===== config.mk =====
export PLATFORM = sky130hd
export DESIGN_NAME = aso_status_out
export DESIGN_NICKNAME = d
export VERILOG_FILES = /design/src/aso_pkg.sv /design/src/aso_rate_quant.sv /design/src/aso_status_out.sv /design/src/aso_sync.sv
export SDC_FILE = /design/constraint.sdc
export NUM_CORES = 1
export LEC_CHECK = 0
export BUFFER_PORTS_ARGS = -buffer_cell sky130_fd_sc_hd__buf_2
export CORE_MARGIN = 2
export CORE_UTILIZATION = 50
export CTS_BUF_LIST = sky130_fd_sc_hd__clkbuf_2
export CTS_CLUSTER_SIZE = 8
export DETAILED_ROUTE_END_ITERATION = 8
export PLACE_DENSITY_LB_ADDON = 0.12
export SLEW_MARGIN = 20
export SYNTH_ARGS = -nofsm -noshare
export SYNTH_HDL_FRONTEND = slang
export SYNTH_SLANG_ARGS = --single-unit
export TNS_END_PERCENT = 10

===== constraint.sdc =====
create_clock -name clk -period 2.76 [get_ports clk]
set_clock_uncertainty 0.05 [all_clocks]
set_input_delay 0.138 -clock clk [delete_from_list [all_inputs] [get_ports clk]]
set_output_delay 0.138 -clock clk [all_outputs]
set_load 0.005 [all_outputs]

===== src/aso_pkg.sv =====
package aso_pkg;

    // ----------------------------------------------------------------
    // register map
    // ----------------------------------------------------------------
    localparam logic [7:0] ASO_ADDR_CTRL = 8'h00;
    localparam logic [7:0] ASO_ADDR_THRESH = 8'h04;
    localparam logic [7:0] ASO_ADDR_STATUS = 8'h08;
    localparam logic [7:0] ASO_ADDR_IRQ_STAT = 8'h0C;
    localparam logic [7:0] ASO_ADDR_IRQ_MASK = 8'h10;

    // ----------------------------------------------------------------
    // control field positions and reset values
    // ----------------------------------------------------------------
    localparam int ASO_CTRL_VARIANT = 0;
    localparam int ASO_CTRL_POINTS_LSB = 1;
    localparam int ASO_CTRL_ASSIGN_LSB = 4;
    localparam int ASO_CTRL_DRIVE = 8;
    localparam int ASO_CTRL_ENCV_LSB = 12;
    localparam logic [1:0] ASO_POINTS_FOUR = 2'h1;
    localparam logic [1:0] ASO_POINTS_EIGHT = 2'h2;
    localparam logic [3:0] ASO_ASSIGN_ALL = 4'hF;
    localparam logic [15:0] ASO_CTRL_RESET = 16'h0000;
    localparam logic [15:0] ASO_THRESH_RESET = 16'hFFFF;

    // ----------------------------------------------------------------
    // load current steps, in quarter percent (6.25 % and 18.75 %)
    // ----------------------------------------------------------------
    localparam logic [15:0] ASO_STEP_FINE = 16'h0019;
    localparam logic [15:0] ASO_STEP_COARSE = 16'h004B;

    // ----------------------------------------------------------------
    // interrupt bits
    // ----------------------------------------------------------------
    localparam int ASO_IRQ_W = 6;
    localparam int ASO_IRQ_MISS = 0;
    localparam int ASO_IRQ_MOTION_END_FLAG = 1;
    localparam int ASO_IRQ_CRIT = 2;
    localparam int ASO_IRQ_MINOR = 3;
    localparam int ASO_IRQ_OVL = 4;
    localparam int ASO_IRQ_READY = 5;

    // ----------------------------------------------------------------
    // carriers
    // ----------------------------------------------------------------
    typedef struct packed {
        logic opStart;
        logic pressEnd;
        logic pressContact;
        logic pressActive;
        logic homeActive;
        logic posDone;
        logic critAlarm;
        logic lightAlarm;
        logic readyIn;
    } aso_pins_type;

    localparam int ASO_PINS_W = $bits(aso_pins_type);

    typedef struct packed {
        logic miss_press_flag;
        logic controller_ready_flag;
        logic [3:0] currentRate;
        logic pressing;
        logic homing_in_progress;
        logic critical_fault_n;
        logic motion_end_flag;
        logic overload_warning_n;
        logic minor_fault_n;
        logic alarm_flag_n;
        logic drivePulseMode;
        logic [1:0] encVoltLevel;
    } aso_flags_type;

    localparam aso_flags_type ASO_FLAGS_RESET = '{
        miss_press_flag: 1'b0, controller_ready_flag: 1'b0, currentRate: 4'h0,
        pressing: 1'b0, homing_in_progress: 1'b0, critical_fault_n: 1'b1,
        motion_end_flag: 1'b0, overload_warning_n: 1'b1, minor_fault_n: 1'b1,
        alarm_flag_n: 1'b1, drivePulseMode: 1'b0, encVoltLevel: 2'h0};

endpackage


===== src/aso_rate_quant.sv =====
`timescale 1ns/1ns
module aso_rate_quant
    import aso_pkg::*;
(
    // load current in quarter percent of rated
    input wire logic [15:0] load,
    // step select: high for the fine step
    input wire logic fineStep,
    // quantised code
    output logic [3:0] code
);

    // ----------------------------------------------------------------
    // threshold ladder; saturates at fifteen steps
    // ----------------------------------------------------------------
    logic [19:0] step;

    always_comb begin
        step = fineStep ? {4'h0, ASO_STEP_FINE} : {4'h0, ASO_STEP_COARSE};
        code = 4'h0;
        for (int k = 1; k < 16; k++) begin
            if ({4'h0, load} >= 20'(k) * step) begin
                code = 4'(k);
            end
        end
    end

endmodule


===== src/aso_status_out.sv =====
`timescale 1ns/1ns
// Summary of operation
// miss-press flag rises when a press ends without touching the work
// ready flag high once the controller reports ready; the code keeps it low while the critical fault is latched
// command current ratio shown as a four-bit code
// code driven only with all four bits assigned and four or eight points
// load step is 6.25 % on the fine variant, 18.75 % otherwise
// pressing flag high during the whole press
// homing flag high during the whole home return
// critical fault output goes low and stays low until power cycle
// motion end set on position, press or miss end; cleared on start
// overload warning on above threshold, off once below it
// minor fault output goes low on a light alarm
// critical, overload and minor outputs are active low
// drive mode switchable both ways on the capable variant
// operator picks encoder voltage level to suit cable length
// alarm output goes low when any alarm is present
// code bits weigh one, two, four and eight, unsigned
module aso_status_out
    import aso_pkg::*;
#(
    parameter bit DRIVE_SWITCH_EN = 1'b1
) (
    // clock and reset
    input wire logic clk,
    input wire logic rst,
    // register port
    input wire logic [7:0] regAddr,
    input wire logic [31:0] regWdata,
    input wire logic regWr,
    input wire logic regRd,
    output logic [31:0] regRdata,
    // motion and alarm pins
    input wire aso_pins_type pins,
    // same-clock estimates
    input wire logic [15:0] loadCurrent,
    input wire logic [15:0] motorTemp,
    // status outputs and interrupt
    output aso_flags_type flags,
    output logic irq
);

    // ----------------------------------------------------------------
    // state
    // ----------------------------------------------------------------
    typedef struct packed {
        aso_pins_type prev;
        logic [15:0] ctrl;
        logic [15:0] thresh;
        logic [ASO_IRQ_W-1:0] irqStat;
        logic [ASO_IRQ_W-1:0] irqMask;
        logic [31:0] rdata;
        aso_flags_type flags;
        logic irq;
    } aso_state_type;

    aso_state_type st;
    aso_state_type next_st;

    logic [ASO_PINS_W-1:0] syncVec;
    aso_pins_type pinS;
    logic [3:0] quantCode;
    logic opStartEdge;
    logic pressEndEdge;
    logic posDoneEdge;
    logic missEvent;
    logic mendEvent;
    logic rateGate;
    logic [ASO_IRQ_W-1:0] events;

    // ----------------------------------------------------------------
    // pin synchroniser and load quantiser
    // ----------------------------------------------------------------
    aso_sync #(
        .WIDTH(ASO_PINS_W)
    ) u_sync (
        .clk(clk),
        .rst(rst),
        .din(pins),
        .dout(syncVec)
    );

    assign pinS = aso_pins_type'(syncVec);

    aso_rate_quant u_quant (
        .load(loadCurrent),
        .fineStep(st.ctrl[ASO_CTRL_VARIANT]),
        .code(quantCode)
    );

    // ----------------------------------------------------------------
    // edges, taken after the second synchroniser stage
    // ----------------------------------------------------------------
    assign opStartEdge = pinS.opStart & ~st.prev.opStart;
    assign pressEndEdge = pinS.pressEnd & ~st.prev.pressEnd;
    assign posDoneEdge = pinS.posDone & ~st.prev.posDone;
    assign missEvent = pressEndEdge & ~pinS.pressContact;
    assign mendEvent = posDoneEdge | pressEndEdge;
    assign rateGate = (st.ctrl[ASO_CTRL_ASSIGN_LSB +: 4] == ASO_ASSIGN_ALL)
        && ((st.ctrl[ASO_CTRL_POINTS_LSB +: 2] == ASO_POINTS_FOUR)
        || (st.ctrl[ASO_CTRL_POINTS_LSB +: 2] == ASO_POINTS_EIGHT));

    // ----------------------------------------------------------------
    // interrupt events: new arrivals of the miss, motion end, critical, minor, overload and ready flags
    // ----------------------------------------------------------------
    always_comb begin
        events = '0;
        events[ASO_IRQ_MISS] = missEvent;
        events[ASO_IRQ_MOTION_END_FLAG] = mendEvent;
        events[ASO_IRQ_CRIT] = pinS.critAlarm & st.flags.critical_fault_n;
        events[ASO_IRQ_MINOR] = pinS.lightAlarm & st.flags.minor_fault_n;
        events[ASO_IRQ_OVL] = (motorTemp > st.thresh) & st.flags.overload_warning_n;
        events[ASO_IRQ_READY] = pinS.readyIn & ~st.flags.controller_ready_flag
            & st.flags.critical_fault_n;
    end

    // ----------------------------------------------------------------
    // next state
    // ----------------------------------------------------------------
    always_comb begin
        next_st = st;
        next_st.prev = pinS;
        next_st.rdata = 32'h0000_0000;

        // register writes
        if (regWr) begin
            case (regAddr)
                ASO_ADDR_CTRL: begin
                    next_st.ctrl = regWdata[15:0];
                end
                ASO_ADDR_THRESH: begin
                    next_st.thresh = regWdata[15:0];
                end
                ASO_ADDR_IRQ_MASK: begin
                    next_st.irqMask = regWdata[ASO_IRQ_W-1:0];
                end
                default: begin
                end
            endcase
        end

        // register reads; data stand in the following cycle only
        if (regRd) begin
            case (regAddr)
                ASO_ADDR_CTRL: begin
                    next_st.rdata = {16'h0000, st.ctrl};
                end
                ASO_ADDR_THRESH: begin
                    next_st.rdata = {16'h0000, st.thresh};
                end
                ASO_ADDR_STATUS: begin
                    next_st.rdata = {16'h0000, st.flags};
                end
                ASO_ADDR_IRQ_STAT: begin
                    next_st.rdata = {26'h0000000, st.irqStat};
                end
                ASO_ADDR_IRQ_MASK: begin
                    next_st.rdata = {26'h0000000, st.irqMask};
                end
                default: begin
                    next_st.rdata = 32'h0000_0000;
                end
            endcase
        end

        // read clears; an event in the same cycle still lands
        if (regRd && (regAddr == ASO_ADDR_IRQ_STAT)) begin
            next_st.irqStat = events;
        end else begin
            next_st.irqStat = st.irqStat | events;
        end

        // miss press and motion end: a finish beats a start in one cycle
        if (opStartEdge) begin
            next_st.flags.miss_press_flag = 1'b0;
            next_st.flags.motion_end_flag = 1'b0;
        end
        if (missEvent) begin
            next_st.flags.miss_press_flag = 1'b1;
        end
        if (mendEvent) begin
            next_st.flags.motion_end_flag = 1'b1;
        end

        // critical fault latches until reset, the only stand-in for power off
        if (pinS.critAlarm) begin
            next_st.flags.critical_fault_n = 1'b0;
        end
        next_st.flags.controller_ready_flag = pinS.readyIn
            & next_st.flags.critical_fault_n;
        next_st.flags.minor_fault_n = ~pinS.lightAlarm;
        next_st.flags.alarm_flag_n = next_st.flags.critical_fault_n
            & ~pinS.lightAlarm;

        // overload: equal to threshold keeps the present level
        if (motorTemp > st.thresh) begin
            next_st.flags.overload_warning_n = 1'b0;
        end else if (motorTemp < st.thresh) begin
            next_st.flags.overload_warning_n = 1'b1;
        end

        next_st.flags.pressing = pinS.pressActive;
        next_st.flags.homing_in_progress = pinS.homeActive;
        next_st.flags.currentRate = rateGate ? quantCode : 4'h0;
        next_st.flags.drivePulseMode = DRIVE_SWITCH_EN
            & st.ctrl[ASO_CTRL_DRIVE];
        // level chosen by the operator to suit the cable
        next_st.flags.encVoltLevel = st.ctrl[ASO_CTRL_ENCV_LSB +: 2];

        next_st.irq = |(next_st.irqStat & next_st.irqMask);
    end

    // ----------------------------------------------------------------
    // state register
    // ----------------------------------------------------------------
    always_ff @(posedge clk or posedge rst) begin
        if (rst) begin
            st.prev <= '0;
            st.ctrl <= ASO_CTRL_RESET;
            st.thresh <= ASO_THRESH_RESET;
            st.irqStat <= '0;
            st.irqMask <= '0;
            st.rdata <= 32'h0000_0000;
            st.flags <= ASO_FLAGS_RESET;
            st.irq <= 1'b0;
        end else begin
            st <= next_st;
        end
    end

    assign flags = st.flags;
    assign irq = st.irq;
    assign regRdata = st.rdata;
endmodule


===== src/aso_sync.sv =====
`timescale 1ns/1ns
module aso_sync
    import aso_pkg::*;
#(
    parameter int WIDTH = 1
) (
    // clock and reset
    input wire logic clk,
    input wire logic rst,
    // pins and synchronised copy
    input wire logic [WIDTH-1:0] din,
    output logic [WIDTH-1:0] dout
);

    // ----------------------------------------------------------------
    // two stages; the first stage feeds only the second
    // ----------------------------------------------------------------
    logic [WIDTH-1:0] meta;

    always_ff @(posedge clk or posedge rst) begin
        if (rst) begin
            meta <= '0;
            dout <= '0;
        end else begin
            meta <= din;
            dout <= meta;
        end
    end

endmodule


==> results.cfg <==
[synthesis]
yosys_register_bits = 98
synth-simple-area-share_pct = 12.6
async_flop_share_pct = 100
muxShareOfSynthArea_pct = 10.8
syn_area_mm2 = 0.00553
synth_ff_type = sky130_fd_sc_hd__dfrtp_1
ys_seq_area_share_pct = 44.8
xor_and_xnor_area_share_after_synthesis_pct = 0.158
post_synth_inst_count = 506
netlist-cell-type-count = 68
post_synth_fa_ha_maj_area_fraction_pct = 7.69
syn-mean-instance-area_um2 = 10.9
yosysWarningCount = 0
synthesized_area_fraction_occupied_by_ao_oa_aoi_and_oai_cells_pct = 13.9
synth_top_family_by_area = compound AO/OA/AOI/OAI gates
synth_enable_flop_cells = 0

[place]
place_worst_setup_slack_ns = 0.0903
port_buffers = 101
placement.cell_area_mm2 = 0.00600
place_congestion = 0.891
dp_hpwl_um = 10100
dp.cells = 719

[die]
floorplan.initialDensity_pct = 51.0
chip_width_um = 109
fp.dieArea_mm2 = 0.0119
chipHeight_um = 109
placementRows = 38
floorplan.io_pins = 134
core_mm2 = 0.0108

[setup_path]
worst_ep_arrival_time_ns = 3.08
crit_chain = inv_2 > buf_4 > ha_1 > a211o_1 > a2111oi_1 > o31a_1 > nor3b_1 > nor4bb_1 > a31oi_1
worst_setup_path_end_kind = flip-flop
rrSetupSlack_ns = 0.12
critical_path_peak_fanout = 6
criticalPathCategory = flip-flop to flip-flop
worstSetupStartpointType = flip-flop
worst_path_largest_cell_delay_ns = 0.46
crit_required_ns = 3.20
crit_path_top_delay_cell = sky130_fd_sc_hd__dfrtp_1

[job]
timing.max_cap.violations = 0

[drt]
routed_wirelength_um = 13300
detailedRoute.firstIterationViolations = 227
dr.pass1.iters = 4
avgRoutedWirePerCell_um = 17.4
drc = 0
viasPerCell = 5.54
antenna_violating_nets_post_route = 0
total_number_of_vias = 4253

[cells_and_area]
final_common_cell = sky130_fd_sc_hd__buf_2
area.growth.synth_to_final_pct = 17.1
final_cell_count_no_fill = 767
drive_gt1_share_pct = 36.5
nets_finish = 741
n_antenna_cell = 0
stdcell_area_mm2 = 0.00648
mostFrequentLayoutCells = sky130_fd_sc_hd__buf_2 (101), sky130_fd_sc_hd__dfrtp_1 (78), sky130_fd_sc_hd__mux2_2 (47)

[global_routing]
gr-usage-all-layers_pct = 23.2
gr-total-overflow = 0
initial_antenna_violation_count = 0
first_pass_grt_wire_length_um = 21100
grt_start_max_net_pins = 51
grt_pass1_vias = 4200

[timing]
tightestPinTransition_ns = 0.800
worst_slew_margin_pct = 46.5
final.period_utilization_pct = 95.5
clock.fmax_ghz = 0.379
hold_viol_final = 0
setup_viol = 0
slew_violations = 0
layout_min_cycle_time_ns = 2.64
finalWorstSetupSlack_ns = 0.125
setup_repair_after_global_routing_missed_its_margin = true

[power]
vdd_drop_max_mv = 0.301
power.density_cell_area_mw_per_mm2 = 422
power.static_leakage_uw = 0.00305
totalPowerFinal_uw = 2740

[clocking]
ctsLongestPathBuffers = 2
cts_tree = yes
clk_pin_slew_worst_paths_ns = 0.31
clock_root_buffer = sky130_fd_sc_hd__clkbuf_2
cts_num_sinks = 98
number_of_cts_inserted_buffers = 9
clock_latency_of_the_later_clocked_register_in_the_worst_skew_pair_ns = 0.58
htree_levels = 3

[worst_hold_path]
hold_path_class = input pin to flip-flop

[status]
outcome = finished, final reports clean
[critical path, delay by kind of cell, from the launching register on]
family / cells / cell delay [ns]
simple gates: 2 / 0.37
fa+ha+maj: 1 / 0.34
flops: 1 / 0.46
buf+inv: 2 / 0.23
compound gates: 4 / 1.11
[Yosys cell counts (2+ instances only)]
library cell / number / area, µm²
sky130_fd_sc_hd__dfrtp_1: 78 / 1950
sky130_fd_sc_hd__buf_4: 49 / 368
sky130_fd_sc_hd__mux2_2: 47 / 529
sky130_fd_sc_hd__ha_1: 34 / 425
sky130_fd_sc_hd__inv_1: 29 / 109
sky130_fd_sc_hd__nand2_1: 28 / 105
sky130_fd_sc_hd__nor2_1: 23 / 86.3
sky130_fd_sc_hd__dfstp_2: 20 / 526
sky130_fd_sc_hd__a21oi_1: 15 / 75.1
sky130_fd_sc_hd__o21ai_0: 15 / 75.1
sky130_fd_sc_hd__a22oi_1: 14 / 105
sky130_fd_sc_hd__clkbuf_1: 11 / 41.3
sky130_fd_sc_hd__nor2b_1: 11 / 68.8
sky130_fd_sc_hd__a21o_1: 8 / 60.1
sky130_fd_sc_hd__nor3_1: 8 / 40.0
sky130_fd_sc_hd__mux2i_1: 7 / 70.1
sky130_fd_sc_hd__nand3_1: 6 / 30.0
sky130_fd_sc_hd__or3_1: 6 / 37.5
sky130_fd_sc_hd__a211o_1: 5 / 43.8
sky130_fd_sc_hd__nand2b_1: 5 / 31.3
sky130_fd_sc_hd__nor4_1: 5 / 31.3
sky130_fd_sc_hd__a222oi_1: 4 / 40.0
sky130_fd_sc_hd__a31oi_1: 4 / 25.0
sky130_fd_sc_hd__and2_1: 4 / 25.0
sky130_fd_sc_hd__nand4_1: 4 / 25.0
sky130_fd_sc_hd__o311ai_0: 4 / 35.0
sky130_fd_sc_hd__a22o_1: 3 / 26.3
sky130_fd_sc_hd__a311oi_1: 3 / 26.3
sky130_fd_sc_hd__nor3b_1: 3 / 22.5
sky130_fd_sc_hd__nor4bb_1: 3 / 30.0
sky130_fd_sc_hd__o21bai_1: 3 / 22.5
sky130_fd_sc_hd__or4_1: 3 / 22.5
sky130_fd_sc_hd__a2111oi_0: 2 / 17.5
sky130_fd_sc_hd__a211oi_1: 2 / 15.0
sky130_fd_sc_hd__a31o_2: 2 / 17.5
sky130_fd_sc_hd__buf_2: 2 / 10.0
sky130_fd_sc_hd__buf_6: 2 / 22.5
sky130_fd_sc_hd__o21a_1: 2 / 15.0
sky130_fd_sc_hd__o21ba_2: 2 / 20.0
sky130_fd_sc_hd__o31a_1: 2 / 17.5
[path summary, 6_finish.rpt]
kind	cells past startpoint	startpoint	end
hold reg to reg	0	u_sync.dout[5]$_DFF_PP0_	flags[9]$_DFF_PP0_
setup reg to reg	9	st[77]$_DFFE_PP0P_	flags[10]$_DFF_PP0_
setup / recovery	9	st[77]$_DFFE_PP0P_	flags[10]$_DFF_PP0_
max in group asynchronous	4	rst	st[72]$_DFFE_PP1P_
hold / removal	5	regAddr[6]	regRdata[3]$_DFF_PP0_
min in group asynchronous	3	rst	st[52]$_DFF_PP0_
[report_power, final]
part	switching (µW)	internal, µW
Clock	528	237
Sequential	37.4	1510
Combinational	228	200
Total	794	1940
[repair_timing]
item	in CTS	in global routing
buffers inserted	0	2
hold buffers	30	0
endpoints found under the setup margin	0	3
endpoints found under the hold margin	127	0
gates resized for setup	0	11
[metal layers]
metal | vias up | wire, µm | GRT usage (%)
met2 | 169 | 6180 | 36.6
li1 | 2003 | - | -
met4 | 0 | 162 | 7.14
met5 | - | 0 | 0
met3 | 17 | 852 | 3.47
met1 | 2064 | 6160 | 33.2
[sequential cells by signal (all words and copies together), names as in the netlist]
signal       flops
u_sync.dout      9
flags           16
regRdata        16
next_st          3
u_sync.meta      9
irq              1
st              44
[layout make-up]
cell class | instances | area (µm²)
Sequential cell | 98 | 2480
Tap cell | 140 | 175
Timing Repair Buffer | 154 | 995
Clock inverter | 7 | 93.8
Inverter | 29 | 111
Multi-Input combinational cell | 330 | 2580
Fill cell | 923 | 4360
Clock buffer | 9 | 45.0
[per-stage QoR]
| stage | hold WS, ns | util, % | setup TNS [ns] |
|---|---|---|---|
| after global placement | 0.196 | 55.4 | 0 |
| after floorplan | 0.119 | - | -0.0343 |
| after global routing | 0.00306 | 59.8 | -0.00910 |
| after CTS | 0.00683 | 59.4 | 0 |
| final | 0.0605 | 59.8 | 0 |
| after detailed placement | 0.197 | 55.4 | 0 |
[kinds of logic (layout without fill, tap and decap cells)]
kind of cell | after synthesis | count (layout)
AO/OA/AOI/OAI | 104 | 104
buffers and inverters | 93 | 199
flip-flops | 98 | 98
adder cells (fa/ha/maj) | 34 | 34
AND/OR/NAND/NOR | 121 | 121
other | 1 | 16
multiplexers | 54 | 54
XOR/XNOR | 1 | 1
No activity file was read; power rests on OpenSTA's default activity.
